[config.mk]
export PLATFORM = sky130hd
export DESIGN_NAME = cepc_ctrl
export DESIGN_NICKNAME = d
export VERILOG_FILES = /design/src/inc/cepc_pkg.sv /design/src/hw/cepc_ctrl.sv
export SDC_FILE = /design/constraint.sdc
export NUM_CORES = 1
export LEC_CHECK = 0
export ABC_AREA = 1
export BUFFER_PORTS_ARGS = -buffer_cell sky130_fd_sc_hd__buf_2
export CORE_MARGIN = 2
export CORE_UTILIZATION = 58
export DETAILED_ROUTE_END_ITERATION = 6
export PLACE_DENSITY = 0.84
export SYNTH_ARGS = -nofsm -noshare
export SYNTH_HDL_FRONTEND = slang
export SYNTH_SLANG_ARGS = --single-unit
[constraint.sdc]
create_clock -name clk_in -period 3.6 [get_ports clk_in]
set_input_delay 0.72 -clock clk_in [delete_from_list [all_inputs] [get_ports clk_in]]
set_output_delay 0.72 -clock clk_in [all_outputs]
set_load 0.02 [all_outputs]
[src/inc/cepc_pkg.sv]
// Constants for the capture edge mode and PWM enable control block
package cepc_pkg;
    localparam int CEPC_TIMEBASE_W = 16;
    localparam int CEPC_PRESCALE_W = 4;
    localparam logic [1:0] CEPC_MODE_FALL = 2'h0;
    localparam logic [1:0] CEPC_MODE_RISE = 2'h1;
    localparam logic [1:0] CEPC_MODE_RISE4 = 2'h2;
    localparam logic [1:0] CEPC_MODE_RISE16 = 2'h3;
    localparam logic [3:0] CEPC_COUNT4_LAST = 4'h3;
    localparam logic [3:0] CEPC_COUNT16_LAST = 4'hf;
    localparam int CEPC_CH4_MODE_HI = 4;
    localparam int CEPC_CH4_MODE_LO = 3;
    localparam int CEPC_CH3_MODE_HI = 2;
    localparam int CEPC_CH3_MODE_LO = 1;
    localparam int CEPC_PWM_EN_BIT = 0;
    localparam logic [4:0] CEPC_CTRL_RESET = 5'h00;
    localparam logic [15:0] CEPC_VALUE_RESET = 16'h0000;
    localparam int CEPC_NUM_CH = 2;
endpackage

[src/hw/cepc_ctrl.sv]
// Capture channels 3 and 4 edge modes, overflow, and PWM3 pin enable
//
// Operation
// - Channel 4 mode at bits 4:3 picks falling, rising, every 4th or every 16th rising edge.
// - Channel 3 mode at bits 2:1 uses the same encoding as channel 4.
// - Prescaled modes count rising edges and capture only on the 4th or 16th.
// - With the PWM3 enable bit at bit 0 set, PWM drives the shared pin and its direction bit is ignored.
// - With the enable clear, PWM is off and the pin follows its port direction bit.
// - A capture arriving before both bytes of the last value were read sets the overflow flag.
// - After overflow the oldest unread value is kept until both bytes are read.
`timescale 1ns/10ps
module cepc_ctrl import cepc_pkg::*; (
    input wire logic clk_in,
    input wire logic rstn_in,
    input wire logic [4:0] ctrl_in,
    input wire logic [1:0] cap_pin_in,
    input wire logic [15:0] capture_timebase_in,
    input wire logic [1:0] read_low_in,
    input wire logic [1:0] read_high_in,
    input wire logic [1:0] ovf_clear_in,
    input wire logic pwm_ch3_in,
    input wire logic port_g_data_in,
    input wire logic port_g_direction_in,
    output logic [15:0] cap_ch3_value_pair_out,
    output logic [15:0] cap_ch4_value_pair_out,
    output logic cap_ch3_overflow_flag_out,
    output logic cap_ch4_overflow_flag_out,
    output logic [1:0] capture_event_out,
    output logic shared_pwm_pin_out,
    output logic shared_pwm_pin_oe_n_out
);
    // Control field decode
    wire [1:0] cap_ch4_edge_mode = ctrl_in[CEPC_CH4_MODE_HI:CEPC_CH4_MODE_LO];
    wire [1:0] cap_ch3_edge_mode = ctrl_in[CEPC_CH3_MODE_HI:CEPC_CH3_MODE_LO];
    wire pwm_ch3_enable = ctrl_in[CEPC_PWM_EN_BIT];

    // Channel index 0 is channel 3, index 1 is channel 4
    wire [1:0] mode [CEPC_NUM_CH];
    assign mode[0] = cap_ch3_edge_mode;
    assign mode[1] = cap_ch4_edge_mode;

    // Per-channel results gathered for the output stage
    wire [15:0] value [CEPC_NUM_CH];
    wire [1:0] ovf;
    wire [1:0] evt;

    // Shared pin selection
    wire next_pin = pwm_ch3_enable ? pwm_ch3_in : port_g_data_in;
    // Direction bit: 1 means input, as on the port
    wire next_pin_oe_n = pwm_ch3_enable ? 1'b0 : port_g_direction_in;

    genvar g;
    generate
        for (g = 0; g < CEPC_NUM_CH; g++) begin : gen_ch
            // Synchroniser and edge history
            logic sync1;
            logic sync2;
            logic prev;

            // Prescaler and read tracking
            logic [3:0] pre_cnt;
            logic lo_read;
            logic hi_read;
            logic unread;

            // Captured value, overflow flag and event pulse
            logic [15:0] value_r;
            logic ovf_r;
            logic evt_r;

            // Edges are taken from the second flop only, never from the first
            wire rise = sync2 & ~prev;
            wire fall = ~sync2 & prev;

            // Mode decode
            wire mode_fall = (mode[g] == CEPC_MODE_FALL);
            wire mode_rise = (mode[g] == CEPC_MODE_RISE);
            wire mode_rise4 = (mode[g] == CEPC_MODE_RISE4);
            wire prescaled = mode[g][1];

            // Prescaler terminal count
            wire [3:0] last = mode_rise4 ? CEPC_COUNT4_LAST : CEPC_COUNT16_LAST;
            wire pre_hit = prescaled & rise & (pre_cnt == last);

            // Capture event for the selected mode
            wire cap_evt = mode_fall ? fall :
                           mode_rise ? rise : pre_hit;

            // Counter restarts outside prescaled modes; a direct change between the two prescaled modes keeps the count
            wire [3:0] pre_inc = pre_cnt + 4'h1;
            wire [3:0] pre_step = pre_hit ? 4'h0 : pre_inc;
            wire [3:0] pre_keep = rise ? pre_step : pre_cnt;
            wire [3:0] next_pre_cnt = prescaled ? pre_keep : 4'h0;

            // Both bytes read, in either order, frees the register
            wire lo_seen = lo_read | read_low_in[g];
            wire hi_seen = hi_read | read_high_in[g];
            wire both_read = lo_seen & hi_seen;

            // A read in the load cycle belongs to the old value and is dropped
            wire load = cap_evt & ~unread;
            wire next_unread = load | (unread & ~both_read);
            wire next_lo_read = ~load & ~both_read & lo_seen;
            wire next_hi_read = ~load & ~both_read & hi_seen;
            wire [15:0] next_value = load ? capture_timebase_in : value_r;

            // Set wins over a clear in the same cycle
            wire ovf_set = cap_evt & unread;
            wire next_ovf = ovf_set | (ovf_r & ~ovf_clear_in[g]);

            always_ff @(posedge clk_in) begin
                if (!rstn_in) begin
                    sync1 <= 1'b0;
                    sync2 <= 1'b0;
                    prev <= 1'b0;
                end else begin
                    sync1 <= cap_pin_in[g];
                    sync2 <= sync1;
                    prev <= sync2;
                end
            end

            always_ff @(posedge clk_in) begin
                if (!rstn_in) begin
                    pre_cnt <= 4'h0;
                end else begin
                    pre_cnt <= next_pre_cnt;
                end
            end

            always_ff @(posedge clk_in) begin
                if (!rstn_in) begin
                    lo_read <= 1'b0;
                    hi_read <= 1'b0;
                    unread <= 1'b0;
                end else begin
                    lo_read <= next_lo_read;
                    hi_read <= next_hi_read;
                    unread <= next_unread;
                end
            end

            always_ff @(posedge clk_in) begin
                if (!rstn_in) begin
                    value_r <= CEPC_VALUE_RESET;
                end else begin
                    value_r <= next_value;
                end
            end

            // The event pulse is shown even when the value is refused
            always_ff @(posedge clk_in) begin
                if (!rstn_in) begin
                    ovf_r <= 1'b0;
                    evt_r <= 1'b0;
                end else begin
                    ovf_r <= next_ovf;
                    evt_r <= cap_evt;
                end
            end

            assign value[g] = value_r;
            assign ovf[g] = ovf_r;
            assign evt[g] = evt_r;
        end
    endgenerate

    // Output stage: every output straight from a flop
    always_ff @(posedge clk_in) begin
        if (!rstn_in) begin
            cap_ch3_value_pair_out <= CEPC_VALUE_RESET;
            cap_ch4_value_pair_out <= CEPC_VALUE_RESET;
        end else begin
            cap_ch3_value_pair_out <= value[0];
            cap_ch4_value_pair_out <= value[1];
        end
    end

    always_ff @(posedge clk_in) begin
        if (!rstn_in) begin
            cap_ch3_overflow_flag_out <= 1'b0;
            cap_ch4_overflow_flag_out <= 1'b0;
            capture_event_out <= 2'h0;
        end else begin
            cap_ch3_overflow_flag_out <= ovf[0];
            cap_ch4_overflow_flag_out <= ovf[1];
            capture_event_out <= evt;
        end
    end

    // Pin released (input) during reset so nothing is driven before software decides
    always_ff @(posedge clk_in) begin
        if (!rstn_in) begin
            shared_pwm_pin_out <= 1'b0;
            shared_pwm_pin_oe_n_out <= 1'b1;
        end else begin
            shared_pwm_pin_out <= next_pin;
            shared_pwm_pin_oe_n_out <= next_pin_oe_n;
        end
    end
endmodule

==> results by group <==
Global routing
  – First-pass GRT wire length: 10900 µm
  – GRT Total Usage: 21.3%
  – Grt total ovfl: 0
  – Number of global-route vias before repair: 2662
  – Largest net degree at the start of global routing: 53
  – Initial antenna violation count: 0

Worst setup path
  – Worst-path fanout max: 52
  – R2R cell count: 8
  – Crit path largest cell delay: 0.64 ns
  – CP top delay family: buffers and inverters
  – Setup Crit Path Kind: in2reg
  – Worst EP required: 3.90 ns
  – Reg-to-reg critical path startpoint: gen_ch[0].sync2
  – RR Endpoint: gen_ch[0].value_r[0]
  – Startpoint types: input pin
  – Crit path buffers/inverters: 2
  – CP max stage cell: buf_2
  – CP arrival: 2.06 ns
  – CP endpoint kind: flip-flop
  – CP cell instances: buf_2 > buf_4 > nand2_1 > nor2_2
  – Reg2reg setup slack: 2.01 ns

Die
  – Starting Density: 60.1%
  – Die Y: 82.3 µm
  – Die ar.: 6770 µm²
  – # rows: 28
  – Core ar.: 5920 µm²
  – IO Pins: 72
  – Die width: 82.3 µm

Clocking
  – Root Driver: clkbuf_8
  – CTS Buffer Depth: 2
  – Post-CTS Setup Inserts: 0
  – CTS Sinks: 94
  – CTS buffer count: 9
  – Number of gates resized after CTS: 0
  – Clock Latency Late Sink: 0.36 ns
  – Reg clk slew, reported paths: 0.09 ns
  – CTS tree: yes
  – CTS Hold Bufs: 0
  – Htree depth: 3

Power
  – Worst IR Drop VDD: 0.000299 V
  – Static Leak: 2.33 nW
  – Pwr per Cell Area: 462 nW/µm²

Min path
  – Worst hold start: gen_ch[0].value_r[8]
  – Hold Path Depth: 2
  – Hold Path Class: reg2reg
  – Hold EP: cap_ch3_value_pair_out[8]

Route
  – Post-DR vias/cell: 4.74
  – DR WL/cell: 10.8 µm
  – Drt first pass iters: 5
  – DR iter-0 viols: 156
  – Drc violations: 0
  – Vias: 2950
  – Routed WL: 6710 µm
  – Antenna-violating nets left: 0

Final layout
  – Fill cells: 496
  – Multi-input gate area: 1180 µm²
  – Share of layout cells above drive strength 1: 20.3%
  – Register area: 1880 µm²
  – Layout Nets: 578
  – Area delta synth->final: 15.3%
  – Diodes inserted: 0

Logic synthesis
  – Seq/Total Area, Yosys: 52.9%
  – Top cells by area, synth: dfxtp_1, nand2_1, inv_1
  – Net count after synthesis: 512
  – Synth Register Bits: 94
  – Synth unique cells: 28
  – Synth top area share: 52.9%
  – Gate Count Post-Synth: 476
  – Yosys warnings: 0
  – Yosys top cell by area: dfxtp_1
  – Avg Cell Area, Syn: 7.47 µm²
  – Netlist Area Pre-Place: 3560 µm²

Timing
  – Fin crit period: 1.76 ns
  – Hold_ws: 0.423 ns
  – Final Hold Vio Count: 0
  – Setup violations, final: 0
  – RSZ-0062 raised after global routing: no
  – Worst-Margin Slew: 0.839 ns
  – Fmax: 0.569 GHz
  – Setup_tns: 0 ns
  – Final number of max-transition violations: 0
  – Tcrit/Tclk final: 48.8%
  – Max-Slew Margin vs Limit: 44.1%
  – Fin Clk Skew: 0.00798 ns

Run status
  – Status: complete, no violations

Job
  – Number of max-cap violations: 0

Place
  – Final RePlAce weighted congestion: 0.845
  – Post-DP HPWL: 4660 µm
  – Input/output buffers: 71
## layout by cell type, fill, tap and decap left out, drive strengths merged, types with 2 or more instances in the layout
| cell type | instances |
|---|---|
| dfxtp | 94 |
| nand3 | 22 |
| clkbuf | 11 |
| xnor2 | 2 |
| ha | 2 |
| a21oi | 7 |
| nor2 | 69 |
| buf | 72 |
| nand4 | 17 |
| nand2 | 120 |
| clkinv | 5 |
| o22ai | 2 |
| inv | 108 |
| o21ai | 10 |
## layer usage
metal | vias to the layer above | share of wire (%) | GRT usage, %
met4 | 0 | 1.8 | 8.50
met5 | - | 0 | 0
li1 | 1532 | - | -
met2 | 76 | 49 | 36.5
met3 | 13 | 5.3 | 5.65
met1 | 1329 | 44 | 25.3
## kinds of logic after synthesis
kind of cell	after synthesis	share of synthesized area [%]
AND/OR/NAND/NOR	231	28.4
buffers and inverters	126	14.0
flip-flops	94	52.9
AO/OA/AOI/OAI	20	3.27
XOR/XNOR	3	0.739
adder cells (fa/ha/maj)	2	0.704
## worst register-to-register path: cells and delay by family (launching register included)
kind,cells,cell delay (ns)
and+or+nand+nor,6,0.67
buffers and inverters,1,0.05
AOI/OAI and AO/OA,1,0.44
DFF,1,0.38
## stage by stage
step                      power (mW)  setup WS (ns)  instances  area (µm²)  util (%)
after floorplan                 1.24           1.88        476        3560         -
after global placement          1.28           1.53        606        3920      66.3
after detailed placement        1.29           1.47        606        3920      66.3
after CTS                       1.91           1.84        622        4100      69.3
after global routing            1.97           1.73        622        4100      69.3
final                           1.89           1.84        622        4100      69.3
## worst max path at each step
stage | depth (start not counted) | end | from | slack [ns]
2_1_floorplan | 8 | gen_ch[1].value_r[10] | ctrl_in[4] | 1.88
3_3_place_gp | 4 | gen_ch[0].value_r[14] | rstn_in | 1.53
3_5_place_dp | 4 | gen_ch[0].value_r[15] | rstn_in | 1.47
4_1_cts | 4 | gen_ch[0].value_r[0] | rstn_in | 1.84
5_1_grt | 4 | gen_ch[0].value_r[0] | rstn_in | 1.73
6_report | 4 | gen_ch[0].value_r[0] | rstn_in | 1.84
## cell usage after synthesis
master,count
dfxtp_1,94
clkinv_1,1
nand2_4,1
nand3_1,21
buf_4,2
nand4_1,17
o22ai_1,2
nand2_1,115
clkbuf_1,7
a21oi_4,1
nor3_1,1
xor2_1,1
a21oi_1,6
inv_2,4
inv_1,104
nand2_2,4
xnor2_1,2
buf_6,2
nand3b_1,1
ha_1,2
nor3b_1,1
a21o_1,1
buf_2,2
nor2_2,13
o21ai_0,10
nor2_1,56
nand3_4,1
buf_1,4
## state kept, by name, summed over array words and instances (netlist names)
name,flops
gen_ch.unread,2
gen_ch.prev,2
gen_ch.value_r,32
gen_ch.ovf_r,2
gen_ch.hi_read,2
gen_ch.evt_r,2
cap_ch4_value_pair_out,16
shared_pwm_pin_oe_n_out,1
cap_ch3_value_pair_out,16
capture_event_out,2
gen_ch.sync2,2
gen_ch.lo_read,2
gen_ch.pre_cnt,8
cap_ch3_overflow_flag_out,1
shared_pwm_pin_out,1
cap_ch4_overflow_flag_out,1
gen_ch.sync1,2
## where the power goes
| part | switching [mW] | internal, mW |
|---|---|---|
| logic | 0.113 | 0.0584 |
| clock network | 0.361 | 0.270 |
| registers | 0.0149 | 1.08 |
## cell type report
type                       instances  share of cell area [%]
multi-input combinational        256                    28.7
tap                               75                    2.29
clock buffer                      11                    3.45
sequential                        94                    45.9
inverter                         109                    9.98
timing repair buffer              72                    8.85
clock inverter                     5                   0.854
No activity file was read; power rests on OpenSTA's default activity.
